`src/psr_map.vh`:
```
`ifndef PSR_MAP_VH
`define PSR_MAP_VH

// ----------------------------------------------------------------
// Register offsets (byte addresses, one word each)
// ----------------------------------------------------------------
`define PSR_CTRL_OFS      4'h0
`define PSR_RXDATA_OFS    4'h4
`define PSR_STATUS_OFS    4'h8
`define PSR_IRQ_STAT_OFS  4'hc
`define PSR_IRQ_MASK_OFS  5'h10

// ----------------------------------------------------------------
// Control register fields
// ----------------------------------------------------------------
`define PSR_CTRL_EN_BIT   0
`define PSR_CTRL_DIR_BIT  1
`define PSR_CTRL_CLK_BIT  2
`define PSR_CTRL_DAT_BIT  3
`define PSR_CTRL_RESET    4'h0

// ----------------------------------------------------------------
// Status fields
// ----------------------------------------------------------------
`define PSR_ST_RDY_BIT    0
`define PSR_ST_PERR_BIT   1
`define PSR_ST_FERR_BIT   2
`define PSR_ST_BUSY_BIT   3
`define PSR_IRQ_RDY_BIT   3
`define PSR_IRQ_ERR_BIT   4

// ----------------------------------------------------------------
// Timing
// ----------------------------------------------------------------
`define PSR_CLK_NS        10
`define PSR_REL_NS        1000
`define PSR_REL_CYC       ((`PSR_REL_NS) / (`PSR_CLK_NS))
`define PSR_RDY_NS        1600
`define PSR_RDY_CYC       ((`PSR_RDY_NS) / (`PSR_CLK_NS))
`define PSR_CLR_NS        500
`define PSR_CLR_CYC       ((`PSR_CLR_NS) / (`PSR_CLK_NS))
`define PSR_FRAME_US      2002
`define PSR_FRAME_CYC     ((`PSR_FRAME_US) * 1000 / (`PSR_CLK_NS))
`define PSR_FRAME_BITS    11

`endif

```
`src/psr_sync.v`:
```
`timescale 1ns/1ns
// ----------------------------------------------------------------
// Three-stage input synchroniser, change accepted when 2nd and 3rd agree
// ----------------------------------------------------------------
module psr_sync (
	input  wire clk_i,    // System clock
	input  wire rst_i,    // Async reset, active high
	input  wire async_i,  // Line from outside the domain
	output reg  level_o   // Filtered level
);
	reg s1;
	reg s2;
	reg s3;

	// First stage feeds only the second; idle line is high
	always @(posedge clk_i or posedge rst_i) begin
		if (rst_i) begin
			s1      <= 1'b1;
			s2      <= 1'b1;
			s3      <= 1'b1;
			level_o <= 1'b1;
		end else begin
			s1 <= async_i;
			s2 <= s1;
			s3 <= s2;
			if (s2 == s3)
				level_o <= s3;
		end
	end
endmodule

```
`src/psr_avalon.v`:
```
`timescale 1ns/1ns
`include "psr_map.vh"
// ----------------------------------------------------------------
// Avalon-MM slave front end: one wait cycle on every access
// ----------------------------------------------------------------
module psr_avalon (
	input  wire        clk_i,        // System clock
	input  wire        rst_i,        // Async reset, active high
	input  wire        read_i,       // Bus read
	input  wire        write_i,      // Bus write
	output reg         waitrequest_o,// Bus stall
	output wire        rd_done_o,    // Read completes this edge
	output wire        wr_done_o     // Write completes this edge
);
	// Stall the first cycle of each request, then let it go
	always @(posedge clk_i or posedge rst_i) begin
		if (rst_i)
			waitrequest_o <= 1'b1;
		else if ((read_i || write_i) && waitrequest_o)
			waitrequest_o <= 1'b0;
		else
			waitrequest_o <= 1'b1;
	end

	assign rd_done_o = read_i && !waitrequest_o;
	assign wr_done_o = write_i && !waitrequest_o;
endmodule

```
`src/psr_receiver.v`:
```
// Register access over Avalon-MM and the address map are this design's own decisions.
`timescale 1ns/1ns
`include "psr_map.vh"
module psr_receiver #(
	parameter FRAME_CYC = `PSR_FRAME_CYC   // Frame watchdog, shortenable
) (
	input  wire        clk_i,          // System clock 100 MHz
	input  wire        rst_i,          // Async reset, active high
	input  wire [4:0]  address_i,      // Avalon byte address
	input  wire        read_i,         // Avalon read
	input  wire        write_i,        // Avalon write
	input  wire [31:0] writedata_i,    // Avalon write data
	input  wire [3:0]  byteenable_i,   // Avalon byte enables
	output reg  [31:0] readdata_o,     // Avalon read data
	output wire        waitrequest_o,  // Avalon stall (from flop)
	output reg         irq_o,          // Level interrupt
	input  wire        link_clk_i,     // Link clock line in
	output reg         link_clk_o,     // Link clock drive level
	output reg         link_clk_oe_o,  // Link clock drive enable
	input  wire        link_dat_i,     // Link data line in
	output reg         link_dat_o,     // Link data drive level
	output reg         link_dat_oe_o   // Link data drive enable
);
	// ----------------------------------------------------------------
	// Local state
	// ----------------------------------------------------------------
	// Register map, one word per offset, only the low bits are used:
	//   control      - enable, direction, clock and data override levels
	//   receive data - last byte taken off the link; reading it frees the link
	//   status       - ready, parity error, stop error, clock held
	//   irq status   - byte ready and error, write one to clear
	//   irq mask     - same layout as irq status
	// Every access costs one wait cycle, so the read data can be taken
	// from a flop without a combinational path from the address.
	//
	// The link is never buffered: one byte waits in the receive register
	// and the clock line is held low until software takes it. A slow
	// reader therefore slows the peripheral instead of losing bytes.
	//
	// A frame with a bad parity or stop bit is still stored and flagged;
	// software decides whether to drop it.
	localparam ST_OFF   = 2'h0;
	localparam ST_RECV  = 2'h1;
	localparam ST_HOLD  = 2'h2;
	localparam [31:0] FRAME_MAX = FRAME_CYC;

	reg  [3:0]  ctrl;
	reg  [7:0]  rx_byte;
	reg         rdy;
	reg         perr;
	reg         ferr;
	reg  [4:0]  irq_stat;
	reg  [4:0]  irq_mask;
	reg  [1:0]  state;
	reg  [3:0]  bit_cnt;
	reg  [10:0] shreg;
	reg  [31:0] frame_cnt;
	reg         clk_prev;
	reg         ready_set;
	reg         err_set;
	wire        clk_s;
	wire        dat_s;
	wire        rd_done;
	wire        wr_done;
	wire        fall;
	wire        en;
	wire        dir_tx;
	wire [10:0] frame;
	wire        wr_ctrl;
	wire        rd_rx;
	wire        wr_stat;
	wire        wr_mask;

	// ----------------------------------------------------------------
	// Pin synchronisers and bus front end
	// ----------------------------------------------------------------
	psr_sync u_sync_clk (
		.clk_i   (clk_i),
		.rst_i   (rst_i),
		.async_i (link_clk_i),
		.level_o (clk_s)
	);

	psr_sync u_sync_dat (
		.clk_i   (clk_i),
		.rst_i   (rst_i),
		.async_i (link_dat_i),
		.level_o (dat_s)
	);

	psr_avalon u_bus (
		.clk_i         (clk_i),
		.rst_i         (rst_i),
		.read_i        (read_i),
		.write_i       (write_i),
		.waitrequest_o (waitrequest_o),
		.rd_done_o     (rd_done),
		.wr_done_o     (wr_done)
	);

	assign en      = ctrl[`PSR_CTRL_EN_BIT];
	assign dir_tx  = ctrl[`PSR_CTRL_DIR_BIT];
	assign wr_ctrl = wr_done && (address_i == {1'b0, `PSR_CTRL_OFS}) && byteenable_i[0];
	assign rd_rx   = rd_done && (address_i == {1'b0, `PSR_RXDATA_OFS});
	assign wr_stat = wr_done && (address_i == {1'b0, `PSR_IRQ_STAT_OFS}) && byteenable_i[0];
	assign wr_mask = wr_done && (address_i == `PSR_IRQ_MASK_OFS) && byteenable_i[0];

	// ----------------------------------------------------------------
	// Edge detect on the filtered link clock
	// ----------------------------------------------------------------
	always @(posedge clk_i or posedge rst_i) begin
		if (rst_i)
			clk_prev <= 1'b1;
		else
			clk_prev <= clk_s;
	end

	assign fall  = clk_prev && !clk_s;
	assign frame = {dat_s, shreg[10:1]};     // Word as it stands after the last bit

	// ----------------------------------------------------------------
	// Receive state machine
	// ----------------------------------------------------------------
	// Bits shift in from the top so the start bit ends in bit 0
	always @(posedge clk_i or posedge rst_i) begin
		if (rst_i) begin
			state     <= ST_OFF;
			bit_cnt   <= 4'h0;
			shreg     <= 11'h000;
			frame_cnt <= 32'h0;
			rx_byte   <= 8'h00;
			perr      <= 1'b0;
			ferr      <= 1'b0;
			ready_set <= 1'b0;
			err_set   <= 1'b0;
		end else begin
			ready_set <= 1'b0;
			err_set   <= 1'b0;
			case (state)
			ST_OFF: begin
				bit_cnt   <= 4'h0;
				frame_cnt <= 32'h0;
				if (en && !dir_tx)
					state <= ST_RECV;
			end
			ST_RECV: begin
				if (!en || dir_tx) begin
					state <= ST_OFF;
				end else if (fall) begin
					shreg     <= frame;
					frame_cnt <= 32'h0;
					if (bit_cnt == 4'h0 && dat_s) begin
						// A high start bit is noise; stay idle
						bit_cnt <= 4'h0;
					end else if (bit_cnt == 4'ha) begin
						// Eleventh edge: latch byte
						bit_cnt   <= 4'h0;
						rx_byte   <= frame[8:1];
						perr      <= ~(^frame[9:1]);
						ferr      <= ~frame[10];
						ready_set <= 1'b1;
						err_set   <= ~(^frame[9:1]) | ~frame[10];
						state     <= ST_HOLD;
					end else begin
						bit_cnt <= bit_cnt + 4'h1;
					end
				end else if (bit_cnt != 4'h0) begin
					// Stalled peripheral: drop the partial frame
					if (frame_cnt >= FRAME_MAX) begin
						bit_cnt   <= 4'h0;
						frame_cnt <= 32'h0;
					end else begin
						frame_cnt <= frame_cnt + 32'h1;
					end
				end
			end
			ST_HOLD: begin
				// Link stays inhibited until the host takes the byte
				if (!en || dir_tx)
					state <= ST_OFF;
				else if (rd_rx)
					state <= ST_RECV;
			end
			default: state <= ST_OFF;
			endcase
		end
	end

	// ----------------------------------------------------------------
	// Ready flag: set wins over the read that clears it
	// ----------------------------------------------------------------
	always @(posedge clk_i or posedge rst_i) begin
		if (rst_i)
			rdy <= 1'b0;
		else if (ready_set)
			rdy <= 1'b1;
		else if (rd_rx)
			rdy <= 1'b0;
	end

	// ----------------------------------------------------------------
	// Line drivers, registered so every pin comes from a flop
	// ----------------------------------------------------------------
	// Disabled: drive override levels; receive: float; hold: clock low
	always @(posedge clk_i or posedge rst_i) begin
		if (rst_i) begin
			link_clk_o    <= 1'b1;
			link_clk_oe_o <= 1'b0;
			link_dat_o    <= 1'b1;
			link_dat_oe_o <= 1'b0;
		end else if (!en) begin
			link_clk_o    <= ctrl[`PSR_CTRL_CLK_BIT];
			link_clk_oe_o <= 1'b1;
			link_dat_o    <= ctrl[`PSR_CTRL_DAT_BIT];
			link_dat_oe_o <= 1'b1;
		end else if (state == ST_HOLD || ready_set) begin
			link_clk_o    <= 1'b0;
			link_clk_oe_o <= 1'b1;
			link_dat_o    <= 1'b1;
			link_dat_oe_o <= 1'b0;
		end else if (!dir_tx) begin
			link_clk_o    <= 1'b1;
			link_clk_oe_o <= 1'b0;
			link_dat_o    <= 1'b1;
			link_dat_oe_o <= 1'b0;
		end else begin
			// Transmit direction belongs to another block; keep lines free
			link_clk_o    <= 1'b1;
			link_clk_oe_o <= 1'b0;
			link_dat_o    <= 1'b1;
			link_dat_oe_o <= 1'b0;
		end
	end

	// ----------------------------------------------------------------
	// Control, interrupt status and mask registers
	// ----------------------------------------------------------------
	// Hardware set wins over a write-one clear in the same cycle
	always @(posedge clk_i or posedge rst_i) begin
		if (rst_i) begin
			ctrl     <= `PSR_CTRL_RESET;
			irq_stat <= 5'h00;
			irq_mask <= 5'h00;
		end else begin
			if (wr_ctrl)
				ctrl <= writedata_i[3:0];
			if (wr_mask)
				irq_mask <= writedata_i[4:0];
			irq_stat[`PSR_IRQ_RDY_BIT] <= ready_set |
				(irq_stat[`PSR_IRQ_RDY_BIT] &
				 ~(wr_stat & writedata_i[`PSR_IRQ_RDY_BIT]));
			irq_stat[`PSR_IRQ_ERR_BIT] <= err_set |
				(irq_stat[`PSR_IRQ_ERR_BIT] &
				 ~(wr_stat & writedata_i[`PSR_IRQ_ERR_BIT]));
			irq_stat[2:0] <= 3'h0;
		end
	end

	// Level interrupt from a flop, one cycle behind the status bits
	always @(posedge clk_i or posedge rst_i) begin
		if (rst_i)
			irq_o <= 1'b0;
		else
			irq_o <= |(irq_stat & irq_mask);
	end

	// ----------------------------------------------------------------
	// Read data, captured while the access is stalled
	// ----------------------------------------------------------------
	// Unmapped addresses read as zero and writes to them are dropped
	always @(posedge clk_i or posedge rst_i) begin
		if (rst_i) begin
			readdata_o <= 32'h0;
		end else if (read_i) begin
			case (address_i)
			{1'b0, `PSR_CTRL_OFS}:     readdata_o <= {28'h0, ctrl};
			{1'b0, `PSR_RXDATA_OFS}:   readdata_o <= {24'h0, rx_byte};
			{1'b0, `PSR_STATUS_OFS}:   readdata_o <= {28'h0, (state == ST_HOLD), ferr, perr, rdy};
			{1'b0, `PSR_IRQ_STAT_OFS}: readdata_o <= {27'h0, irq_stat};
			`PSR_IRQ_MASK_OFS:         readdata_o <= {27'h0, irq_mask};
			default:                   readdata_o <= 32'h0;
			endcase
		end
	end
endmodule

```
`config.mk`:
```
export PLATFORM = sky130hd
export DESIGN_NAME = psr_receiver
export DESIGN_NICKNAME = d
export VERILOG_FILES = /design/src/psr_sync.v /design/src/psr_avalon.v /design/src/psr_receiver.v
export VERILOG_INCLUDE_DIRS = /design/src
export SDC_FILE = /design/constraint.sdc
export NUM_CORES = 1
export LEC_CHECK = 0
export ABC_AREA = 1
export BUFFER_PORTS_ARGS = -buffer_cell sky130_fd_sc_hd__buf_4
export CORE_UTILIZATION = 50
export CTS_CLUSTER_SIZE = 40
export DETAILED_ROUTE_END_ITERATION = 6
export GPL_ROUTABILITY_DRIVEN = 0
export PLACE_DENSITY = 0.73
export SKIP_LAST_GASP = 1
export SLEW_MARGIN = 20
export SYNTH_ARGS = -nofsm -noshare
export SYNTH_HDL_FRONTEND = slang
export SYNTH_SLANG_ARGS = --single-unit
```
`constraint.sdc`:
```
create_clock -name clk_i -period 10.05 [get_ports clk_i]
set_clock_uncertainty 0.05 [all_clocks]
set_input_delay 2.5125 -clock clk_i [delete_from_list [all_inputs] [get_ports clk_i]]
set_output_delay 2.5125 -clock clk_i [all_outputs]
set_load 0.01 [all_outputs]
```
==> out/summary.md, run 1 <==
Drt
• number of detailed-routing iterations run before antenna repair: 5
• length of routed wiring on met1: 3970 um
• highest signal layer in the routed design: met4
• total length of routed wires: 8330 um
• Routed wire per std cell: 11.8 um
• via count: 3,448
• metal3 WL: 428 um
• drt initial violations: 115
• wire length on met2: 3780 um
• vias per std cell: 4.89
• DRC violations left: 0
• number of nets still failing antenna checks after routing: 0

Yosys
• portion of the post-synthesis area used by sequential elements: 0.505
• Post-synth EDFFs: 0
• most frequent cells after synthesis: sky130_fd_sc_hd__nand2_1, sky130_fd_sc_hd__dfrtp_1, sky130_fd_sc_hd__inv_1, sky130_fd_sc_hd__nor2_1, sky130_fd_sc_hd__o21ai_0
• Synth Flop Type: sky130_fd_sc_hd__dfrtp_1
• Post-Syn Area: 4690 um2
• number of storage elements in the synthesis netlist: 94
• count of unique library cells instantiated by Yosys: 36
• Mapped Cells: 556
• share of flip-flops with an asynchronous set or reset: 1.00
• cell taking the most area after synthesis: sky130_fd_sc_hd__dfrtp_1
• Syn Area/Cell: 8.43 um2
• leading cell types by total area after synthesis: sky130_fd_sc_hd__dfrtp_1, sky130_fd_sc_hd__nand2_1, sky130_fd_sc_hd__dfstp_2
• most common cell in the netlist: sky130_fd_sc_hd__nand2_1
• warnings from Yosys: 0
• Yosys top cell area share: 0.438

Layout
• proportion of layout cells with a drive suffix above 1: 0.174
• post-route non-filler standard cell count: 705
• Final #Nets: 644
• total non-filler cell area in the finished layout: 5150 um2
• fill count: 789
• Register Area: 2370 um2
• synthesis-to-finish area growth: 9.90%
• area of the multi-input gates: 1890 um2
• Diodes inserted: 0

Global route
• number of global-route vias before repair: 3,378
• pin count of the biggest net entering global routing: 50
• gr ovfl total: 0
• antenna violations before repair: 0
• wire length of the first global-routing pass: 14,600 um
• GRT Util Overall: 0.188

Setup path
• startpoint class of the critical path: register
• Top delay family on crit path: flip-flops
• maximum net fanout on the critical path: 4
• Reg2Reg Setup Slack: 8130 ps
• worst r2r path cells: 10
• CP cell instances: buf_4
• FF-to-FF Start: bit_cnt[0]$_DFFE_PP0P_
• Critical Path End Type: primary output
• required time worst endpoint: 7490 ps
• longest individual stage delay on the worst path: 570 ps
• Worst path slowest cell: sky130_fd_sc_hd__dfstp_2
• capture instance of the worst register-to-register path: frame_cnt[13]$_DFFE_PP0P_
• category of the critical setup timing path: reg2out
• Data arrival, critical path: 1050 ps
• Buf+Inv Stages, Crit Path: 1

Worst hold path
• sink of the worst hold path: u_sync_dat.s2$_DFF_PP1_
• depth of the worst hold-timing path: 0
• Hold Crit Start: u_sync_dat.s1$_DFF_PP1_
• type of the worst min-delay path: reg2reg

Floorplanning
• Die X: 98.8 um
• cell row count: 34
• floorplan die area: 9770 um2
• DIE HEIGHT: 98.8 um
• starting utilization of the core area: 0.527
• Core Box Area: 8890 um2
• IO Pins: 85

CTS
• TritonCTS clock tree: yes
• root buffer cell: sky130_fd_sc_hd__clkbuf_8
• clock latency reported for the late side of the worst-skew pair: 360 ps
• post-cts hold buffer count: 0
• clock slew at the register clock pins of the worst setup and hold paths: 80 ps
• clock sink count: 94
• Post CTS Setup Buffer Count: 0
• Bufs on Longest Clock Path: 2
• depth of the CTS H-tree: 3
• number of instances resized during post-cts repair: 0
• clock buffer count from CTS: 9

Power
• proportion of power drawn by the clock network: 0.316
• part of the power in combinational logic: 0.192
• Switching Power: 0.254 mW
• switching portion of total power: 0.305
• internal power: 0.578 mW
• Peak supply drop: 0.0000826 V
• ratio of total power to cell area: 162 nW/um2
• leakage power total: 2.46 nW
• proportion of power drawn by flip-flops and latches: 0.492
• Final Power: 0.832 mW

Job
• count of maximum capacitance violations: 0

STA
• normalized max-slew margin: 0.481
• final number of setup-violating endpoints: 0
• final count of hold timing violations: 0
• final clock period utilization by the worst path: 0.359
• Slew @ Worst Pin: 777 ps
• shortest clock period the worst path allows after layout: 3610 ps
• setup repair after global routing missed its margin: no
• total negative slack for setup checks: 0 ps
• upper clock frequency limit: 277 MHz
• max-slew violations: 0
• tightest hold margin: 309 ps

Placement
• post-detailed-placement half-perimeter wirelength: 5910 um
• post-place instance area: 4910 um2
• cell total after placement: 688
• I/O Buffers: 30

Outcome
• result of the run: completed

## registers in the layout (all words and copies together), names as in the netlist, 4 cells and up
register / cells
frame_cnt: 32
shreg: 9
readdata_o: 8
rx_byte: 8
irq_mask: 5
bit_cnt: 4
ctrl: 4
## placed cells by master, fill, tap and decap left out, types with 2 or more instances in the layout
cell                           n
sky130_fd_sc_hd__inv_1        70
sky130_fd_sc_hd__nand3_1      30
sky130_fd_sc_hd__nand2_2       6
sky130_fd_sc_hd__conb_1       24
sky130_fd_sc_hd__clkbuf_8     10
sky130_fd_sc_hd__nor2_1       48
sky130_fd_sc_hd__ha_1          5
sky130_fd_sc_hd__nand2_4       2
sky130_fd_sc_hd__o21ai_0      40
sky130_fd_sc_hd__nor2_2        9
sky130_fd_sc_hd__a22o_1        2
sky130_fd_sc_hd__clkinv_2      3
sky130_fd_sc_hd__clkinvlp_4    2
sky130_fd_sc_hd__inv_2         4
sky130_fd_sc_hd__or2_2         2
sky130_fd_sc_hd__nor3_2        2
sky130_fd_sc_hd__o21ai_1       4
sky130_fd_sc_hd__xor2_1        7
sky130_fd_sc_hd__maj3_1        2
sky130_fd_sc_hd__nor2_4       16
sky130_fd_sc_hd__nand2_1     148
sky130_fd_sc_hd__dfstp_2      12
sky130_fd_sc_hd__buf_4        31
sky130_fd_sc_hd__xnor2_1       2
sky130_fd_sc_hd__dfrtp_1      82
sky130_fd_sc_hd__nand4_1      13
sky130_fd_sc_hd__nor3_1        6
sky130_fd_sc_hd__a21oi_1       3
## worst max path at each step
stage                                             start                       to  cells after the start
after floorplan                                   rst_i   bit_cnt[0]$_DFFE_PP0P_                      1
after global placement                            rst_i     shreg[6]$_DFFE_PP0P_                      3
after detailed placement                          rst_i     shreg[7]$_DFFE_PP0P_                      3
after CTS                 u_bus.waitrequest_o$_DFF_PP1_            waitrequest_o                      1
after global routing                       address_i[1]  irq_mask[1]$_DFFE_PP0P_                      6
final                     u_bus.waitrequest_o$_DFF_PP1_            waitrequest_o                      1
## power by group through the flow
stage	sequential, mW	combinational, mW	clock [mW]
4_1_cts	0.410	0.151	0.273
3_5_place_dp	0.417	0.151	0
6_report	0.410	0.159	0.263
2_1_floorplan	0.416	0.134	0
3_3_place_gp	0.416	0.147	0
5_1_grt	0.411	0.178	0.287
## cells by family (layout without fill, tap and decap cells)
group / Yosys count / in the layout / synth area share
other cells: 1 / 24 / 0.000800
simple gates: 284 / 284 / 0.286
flops: 94 / 94 / 0.505
compound gates: 53 / 53 / 0.0606
buf+inv: 107 / 125 / 0.111
xor+xnor: 9 / 9 / 0.0168
mux: 1 / 1 / 0.00240
fa+ha+maj: 7 / 7 / 0.0176
## final cells by class
cell class              count  area share
clock buffers              11      0.0316
well taps                 108      0.0262
flip-flops and latches     94       0.459
repair buffers             32      0.0491
multi-input cells         378       0.366
clock inverters             5      0.0107
inverters                  77      0.0568
## per-layer routing
metal  vias to the layer above  global-route usage
met5                         -                   0
met3                        15              0.0433
met2                        94               0.299
met4                         0              0.0712
met1                      1586               0.252
li1                       1753                   -
## metrics by stage
step,util,setup WS (ps)
floorplan,-,5060
global placement,0.553,6220
detailed placement,0.553,6160
CTS,0.577,6420
global route,0.580,6380
finish,0.580,6440
Power figures use the tool's default switching activity.
==> run 2, diff against run 1 <==
--- a/config.mk
+++ b/config.mk
@@ -6,13 +6,13 @@
 export SDC_FILE = /design/constraint.sdc
 export NUM_CORES = 1
 export LEC_CHECK = 0
-export ABC_AREA = 1
+export ABC_AREA = 0
 export BUFFER_PORTS_ARGS = -buffer_cell sky130_fd_sc_hd__buf_4
 export CORE_UTILIZATION = 50
 export CTS_CLUSTER_SIZE = 40
 export DETAILED_ROUTE_END_ITERATION = 6
 export GPL_ROUTABILITY_DRIVEN = 0
-export PLACE_DENSITY = 0.73
+export PLACE_DENSITY = 0.76
 export SKIP_LAST_GASP = 1
 export SLEW_MARGIN = 20
 export SYNTH_ARGS = -nofsm -noshare
==> constraint.sdc (replaced) <==
create_clock -name clk_i -period 3 [get_ports clk_i]
set_clock_uncertainty 0.05 [all_clocks]
set_input_delay 0.75 -clock clk_i [delete_from_list [all_inputs] [get_ports clk_i]]
set_output_delay 0.75 -clock clk_i [all_outputs]
set_load 0.01 [all_outputs]
==> run 2 against run 1 <==
Count of clock-buffer cells in the layout fell by 2. Highest routed layer unchanged. Via count fell by 12%. Hold slack improved by 3.3 ps. Sequential power rose to 3.2 times the previous value. Total power rose to 2.8 times the previous value. Routed wire length fell by 3.9%.
==> out/summary.md, run 2 <==
Placement
• cell total after placement: 532
• I/O Buffers: 30
• post-detailed-placement half-perimeter wirelength: 5760 um
• worst slack, placed: 671 ps
• post-place instance area: 4760 um2

STA
• shortest clock period the worst path allows after layout: 2320 ps
• final clock period utilization by the worst path: 0.773
• upper clock frequency limit: 431 MHz
• final number of setup-violating endpoints: 0
• final count of hold timing violations: 0
• total negative slack for setup checks: 0 ps
• max-slew violations: 0
• normalized max-slew margin: 0.585
• final worst setup slack: 680 ps
• setup repair after global routing missed its margin: no
• Slew @ Worst Pin: 622 ps
• tightest hold margin: 312 ps

Floorplanning
• starting utilization of the core area: 0.519
• IO Pins: 85
• cell row count: 34
• Die X: 97.1 um
• floorplan die area: 9430 um2
• DIE HEIGHT: 97.1 um
• Core Box Area: 8720 um2

Drt
• vias per std cell: 5.55
• number of nets still failing antenna checks after routing: 0
• number of detailed-routing iterations run before antenna repair: 4
• DRC violations left: 0
• total length of routed wires: 8010 um
• via count: 3,044
• Routed wire per std cell: 14.6 um
• drt initial violations: 128

Power
• leakage power total: 2.25 nW
• Final Power: 2.34 mW
• ratio of total power to cell area: 472 nW/um2
• Peak supply drop: 0.000228 V

Setup path
• FF-to-FF Start: bit_cnt[0]$_DFFE_PP0P_
• required time worst endpoint: 3200 ps
• Critical Path End Type: register
• maximum net fanout on the critical path: 18
• startpoint class of the critical path: register
• capture instance of the worst register-to-register path: frame_cnt[22]$_DFFE_PP0P_
• worst r2r path cells: 8
• capture point of the worst path: frame_cnt[22]$_DFFE_PP0P_
• Data arrival, critical path: 2520 ps
• Reg2Reg Setup Slack: 680 ps
• category of the critical setup timing path: reg2reg
• Setup crit start: bit_cnt[0]$_DFFE_PP0P_

CTS
• TritonCTS clock tree: yes
• clock slew at the register clock pins of the worst setup and hold paths: 100 ps
• depth of the CTS H-tree: 3
• clock sink count: 94
• post-cts hold buffer count: 0
• Post CTS Setup Buffer Count: 0
• Bufs on Longest Clock Path: 2
• number of instances resized during post-cts repair: 0
• root buffer cell: sky130_fd_sc_hd__clkbuf_8
• clock buffer count from CTS: 9
• clock latency reported for the late side of the worst-skew pair: 360 ps

Yosys
• portion of the post-synthesis area used by sequential elements: 0.523
• Yosys top cell area share: 0.454
• Syn Area/Cell: 11.3 um2
• warnings from Yosys: 0
• Post-Syn Area: 4520 um2
• Mapped Cells: 400
• number of storage elements in the synthesis netlist: 94
• most frequent cells after synthesis: sky130_fd_sc_hd__dfrtp_1, sky130_fd_sc_hd__nor2_1, sky130_fd_sc_hd__buf_4, sky130_fd_sc_hd__mux2_2, sky130_fd_sc_hd__nand3_1
• leading cell types by total area after synthesis: sky130_fd_sc_hd__dfrtp_1, sky130_fd_sc_hd__dfstp_2, sky130_fd_sc_hd__mux2_2
• most common cell in the netlist: sky130_fd_sc_hd__dfrtp_1
• Synth Flop Type: sky130_fd_sc_hd__dfrtp_1
• cell taking the most area after synthesis: sky130_fd_sc_hd__dfrtp_1
• count of unique library cells instantiated by Yosys: 63
• Post-synth EDFFs: 0
• share of flip-flops with an asynchronous set or reset: 1.00

Layout
• commonest cells after routing, fill and taps aside: sky130_fd_sc_hd__dfrtp_1, sky130_fd_sc_hd__buf_4, sky130_fd_sc_hd__nor2_1
• biggest regs: frame_cnt (32), shreg (9)
• Final #Nets: 487
• synthesis-to-finish area growth: 9.54%
• Diodes inserted: 0
• post-route non-filler standard cell count: 548
• proportion of layout cells with a drive suffix above 1: 0.239
• Final Core Density: 0.568
• register with the most flip-flops: frame_cnt
• most frequent standard cell in the layout excluding fill and tap cells: sky130_fd_sc_hd__dfrtp_1
• total non-filler cell area in the finished layout: 4950 um2
• Largest register FFs: 32

Job
• count of maximum capacitance violations: 0

Global route
• number of global-route vias before repair: 2,954
• pin count of the biggest net entering global routing: 51
• antenna violations before repair: 0
• gr ovfl total: 0
• wire length of the first global-routing pass: 14,000 um
• GRT Util Overall: 0.183

Worst hold path
• type of the worst min-delay path: reg2reg

Outcome
• result of the run: completed

==> run 2: cell count changes after synthesis, sizes merged, moves of 6 or more <==
| cell | previous run | this run |
|---|---|---|
| a21oi | 3 | 15 |
| a31oi | 0 | 7 |
| and3 | 1 | 10 |
| inv | 76 | 18 |
| mux2 | 1 | 28 |
| nand2 | 156 | 14 |
| nand3 | 30 | 19 |
| nor2 | 73 | 32 |
| nor4 | 0 | 6 |
| o21ai | 45 | 15 |
| xnor2 | 2 | 8 |
==> run 2: routing by layer <==
metal | up-vias | wire, um | GRT usage | part of all wire
met2 | 65 | 3800 | 0.289 | 0.47
met5 | - | 0 | 0 | 0
met4 | 0 | 99 | 0.0677 | 0.012
met1 | 1501 | 3820 | 0.253 | 0.48
li1 | 1467 | - | - | -
met3 | 11 | 293 | 0.0338 | 0.037
==> run 2: power by group <==
group / leakage [nW] / total, mW / switching [mW] / internal [mW]
Combinational: 0.888 / 0.184 / 0.119 / 0.0645
Sequential: 1.26 / 1.33 / 0.0221 / 1.31
Clock: 0.0985 / 0.825 / 0.495 / 0.330
==> run 2: layout make-up <==
class	instances	area (um2)
sequential	94	2370
fill	701	3770
timing repair buffer	38	285
clock buffer	9	124
clock inverter	7	75.1
tap	108	135
multi-input combinational	273	1890
inverter	19	76.3
==> run 2: critical path, stage by stage, from the launching register on <==
cell and delay, ps:
sky130_fd_sc_hd__dfrtp_1 380, sky130_fd_sc_hd__inv_1 90, sky130_fd_sc_hd__ha_1 230, sky130_fd_sc_hd__nor3b_1 170
sky130_fd_sc_hd__nand3_1 100, sky130_fd_sc_hd__and2_1 300, sky130_fd_sc_hd__o21a_1 490, sky130_fd_sc_hd__buf_4 320
sky130_fd_sc_hd__nor2_1 80
==> run 2: cell families after synthesis <==
logic type | Yosys count | share of synthesized area
other | 1 | 0.000829
AO/OA/AOI/OAI | 70 | 0.112
adder cells (fa/ha/maj) | 7 | 0.0183
AND/OR/NAND/NOR | 125 | 0.156
flip-flops | 94 | 0.523
buffers and inverters | 56 | 0.0775
multiplexers | 28 | 0.0755
XOR/XNOR | 19 | 0.0368
==> run 2: how the worst min path moves through the flow <==
stage / from / to / cells after the start
after detailed placement: u_sync_clk.s1$_DFF_PP1_ / u_sync_clk.s2$_DFF_PP1_ / 0
after floorplan: u_sync_clk.s1$_DFF_PP1_ / u_sync_clk.s2$_DFF_PP1_ / 0
after global placement: u_sync_clk.s1$_DFF_PP1_ / u_sync_clk.s2$_DFF_PP1_ / 0
after CTS: u_sync_clk.s1$_DFF_PP1_ / u_sync_clk.s2$_DFF_PP1_ / 0
final: u_sync_clk.s1$_DFF_PP1_ / u_sync_clk.s2$_DFF_PP1_ / 0
after global routing: u_sync_clk.s1$_DFF_PP1_ / u_sync_clk.s2$_DFF_PP1_ / 0
==> run 3, diff against run 2 <==
--- a/config.mk
+++ b/config.mk
@@ -6,13 +6,13 @@
 export SDC_FILE = /design/constraint.sdc
 export NUM_CORES = 1
 export LEC_CHECK = 0
-export ABC_AREA = 0
+export ABC_AREA = 1
 export BUFFER_PORTS_ARGS = -buffer_cell sky130_fd_sc_hd__buf_4
 export CORE_UTILIZATION = 50
 export CTS_CLUSTER_SIZE = 40
 export DETAILED_ROUTE_END_ITERATION = 6
 export GPL_ROUTABILITY_DRIVEN = 0
-export PLACE_DENSITY = 0.76
+export PLACE_DENSITY = 0.73
 export SKIP_LAST_GASP = 1
 export SLEW_MARGIN = 20
 export SYNTH_ARGS = -nofsm -noshare
==> constraint.sdc (replaced) <==
create_clock -name clk_i -period 2.2 [get_ports clk_i]
set_clock_uncertainty 0.05 [all_clocks]
set_input_delay 0.55 -clock clk_i [delete_from_list [all_inputs] [get_ports clk_i]]
set_output_delay 0.55 -clock clk_i [all_outputs]
set_load 0.01 [all_outputs]
==> run 3 against run 2 <==
Maximum frequency grew 27%. Utilization up 1.8 points. Hold slack worse by 81 ps. Combinational power rose to 4.1 times the previous value. Die area rose by 3.6%. Worst setup slack lost 310 ps. Critical path depth grew 2. Largest power group unchanged. Highest routed layer unchanged.
==> out/summary.md, run 3 (synthesis gave the netlist of run 1 again) <==
Power
• Peak supply drop: 0.000380 V
• ratio of total power to cell area: 740 nW/um2
• leakage power total: 2.48 nW

Layout
• commonest cells after routing, fill and taps aside: sky130_fd_sc_hd__nand2_1, sky130_fd_sc_hd__dfrtp_1, sky130_fd_sc_hd__inv_1
• biggest regs: frame_cnt (32), shreg (9)
• proportion of layout cells with a drive suffix above 1: 0.176
• register with the most flip-flops: frame_cnt
• fill count: 782
• Largest register FFs: 32
• synthesis-to-finish area growth: 11.1%
• most frequent standard cell in the layout excluding fill and tap cells: sky130_fd_sc_hd__nand2_1
• Diodes inserted: 0
• Final #Nets: 649
• post-route non-filler standard cell count: 710

Drt
• vias per std cell: 4.95
• drt initial violations: 170
• via count: 3,515
• total length of routed wires: 8700 um
• number of detailed-routing iterations run before antenna repair: 4
• Routed wire per std cell: 12.2 um
• number of nets still failing antenna checks after routing: 0
• DRC violations left: 0

Floorplanning
• starting utilization of the core area: 0.527
• DIE HEIGHT: 98.8 um
• Core Box Area: 8890 um2
• floorplan die area: 9770 um2
• cell row count: 34
• Die X: 98.8 um
• IO Pins: 85

Global route
• number of global-route vias before repair: 3,476
• gr ovfl total: 0
• wire length of the first global-routing pass: 15,200 um
• pin count of the biggest net entering global routing: 33
• antenna violations before repair: 0
• GRT Util Overall: 0.196

CTS
• TritonCTS clock tree: yes
• clock latency reported for the late side of the worst-skew pair: 360 ps
• depth of the CTS H-tree: 3
• clock slew at the register clock pins of the worst setup and hold paths: 90 ps
• clock buffer count from CTS: 9
• number of instances resized during post-cts repair: 0
• Bufs on Longest Clock Path: 2
• clock sink count: 94
• root buffer cell: sky130_fd_sc_hd__clkbuf_8
• Post CTS Setup Buffer Count: 0
• post-cts hold buffer count: 0

STA
• total negative slack for setup checks: 0 ps
• normalized max-slew margin: 0.548
• Slew @ Worst Pin: 676 ps
• upper clock frequency limit: 546 MHz
• final count of hold timing violations: 0
• max-slew violations: 0
• final number of setup-violating endpoints: 0
• shortest clock period the worst path allows after layout: 1830 ps
• final clock period utilization by the worst path: 0.832
• setup repair after global routing missed its margin: no

Worst hold path
• type of the worst min-delay path: in2async

Setup path
• required time worst endpoint: 2410 ps
• Critical Path End Type: register
• Crit path top cell by count: sky130_fd_sc_hd__nand2_1
• Data arrival, critical path: 2040 ps
• CP cell instances: inv_1 > ha_1 > nand3_1 > nor2_2 > nor2_4 > nand2_1 > nor2_1 > nand2_1 > nand2_1 > nor2_1
• longest individual stage delay on the worst path: 430 ps
• category of the critical setup timing path: reg2reg
• maximum net fanout on the critical path: 11
• Buf+Inv Stages, Crit Path: 1
• Top delay family on crit path: simple AND/OR/NAND/NOR gates
• startpoint class of the critical path: register
• Worst path slowest cell: sky130_fd_sc_hd__dfrtp_1

Job
• count of maximum capacitance violations: 0

Outcome
• result of the run: completed

Placement
• post-detailed-placement half-perimeter wirelength: 6120 um
• I/O Buffers: 30
• cell total after placement: 694

[run 3: worst paths after layout]
path | start | endpoint | slack [ps] | cells past startpoint
max | bit_cnt[0]$_DFFE_PP0P_ | frame_cnt[13]$_DFFE_PP0P_ | 370 | 10
min | rst_i | irq_o$_DFF_PP0_ | 230 | 2
max reg2reg | bit_cnt[0]$_DFFE_PP0P_ | frame_cnt[13]$_DFFE_PP0P_ | 370 | 10
min reg2reg | u_sync_dat.s1$_DFF_PP1_ | u_sync_dat.s2$_DFF_PP1_ | 310 | 0
max in group asynchronous | rst_i | u_sync_clk.level_o$_DFFE_PP1N_ | 1220 | 3
min in group clk_i | link_clk_i | u_sync_clk.s1$_DFF_PP1_ | 250 | 1
[run 3: stage by stage]
step / setup slack, ps / area (um2) / util / hold slack [ps] / power, mW
2_1_floorplan: 504 / 4780 / - / 295 / 2.51
3_3_place_gp: 421 / 5000 / 0.562 / 296 / 2.65
3_5_place_dp: 354 / 5000 / 0.562 / 298 / 2.67
4_1_cts: 378 / 5210 / 0.586 / 233 / 3.90
5_1_grt: 134 / 5210 / 0.586 / 225 / 4.05
6_report: 369 / 5210 / 0.586 / 231 / 3.86
[run 3: layout make-up]
type | count | area (um2) | area share
Clock buffer | 12 | 135 | 0.0259
Clock inverter | 4 | 72.6 | 0.0139
Multi-Input combinational cell | 378 | 1890 | 0.362
Tap cell | 108 | 135 | 0.0259
Timing Repair Buffer | 37 | 315 | 0.0605
Sequential cell | 94 | 2370 | 0.455
Inverter | 77 | 295 | 0.0567
[run 3: worst reg2reg max path, cell delays in order (launching register included)]
cell	delay (ps)
sky130_fd_sc_hd__dfrtp_1	430
sky130_fd_sc_hd__inv_1	100
sky130_fd_sc_hd__ha_1	220
sky130_fd_sc_hd__nand3_1	90
sky130_fd_sc_hd__nor2_2	60
sky130_fd_sc_hd__nor2_4	330
sky130_fd_sc_hd__nand2_1	160
sky130_fd_sc_hd__nor2_1	160
sky130_fd_sc_hd__nand2_1	70
sky130_fd_sc_hd__nand2_1	60
sky130_fd_sc_hd__nor2_1	40
[run 3: per-layer routing]
layer / GRT usage / vias up / part of all wire
li1: - / 1767 / -
met1: 0.252 / 1642 / 0.47
met2: 0.325 / 94 / 0.47
met3: 0.0383 / 12 / 0.046
met4: 0.0827 / 0 / 0.018
met5: 0 / - / 0
[run 3: power breakdown]
group / internal (mW) / switching [mW] / total, mW
Clock: 0.640 / 0.582 / 1.22
Combinational: 0.228 / 0.532 / 0.760
Sequential: 1.81 / 0.0616 / 1.87
Total: 2.68 / 1.18 / 3.86
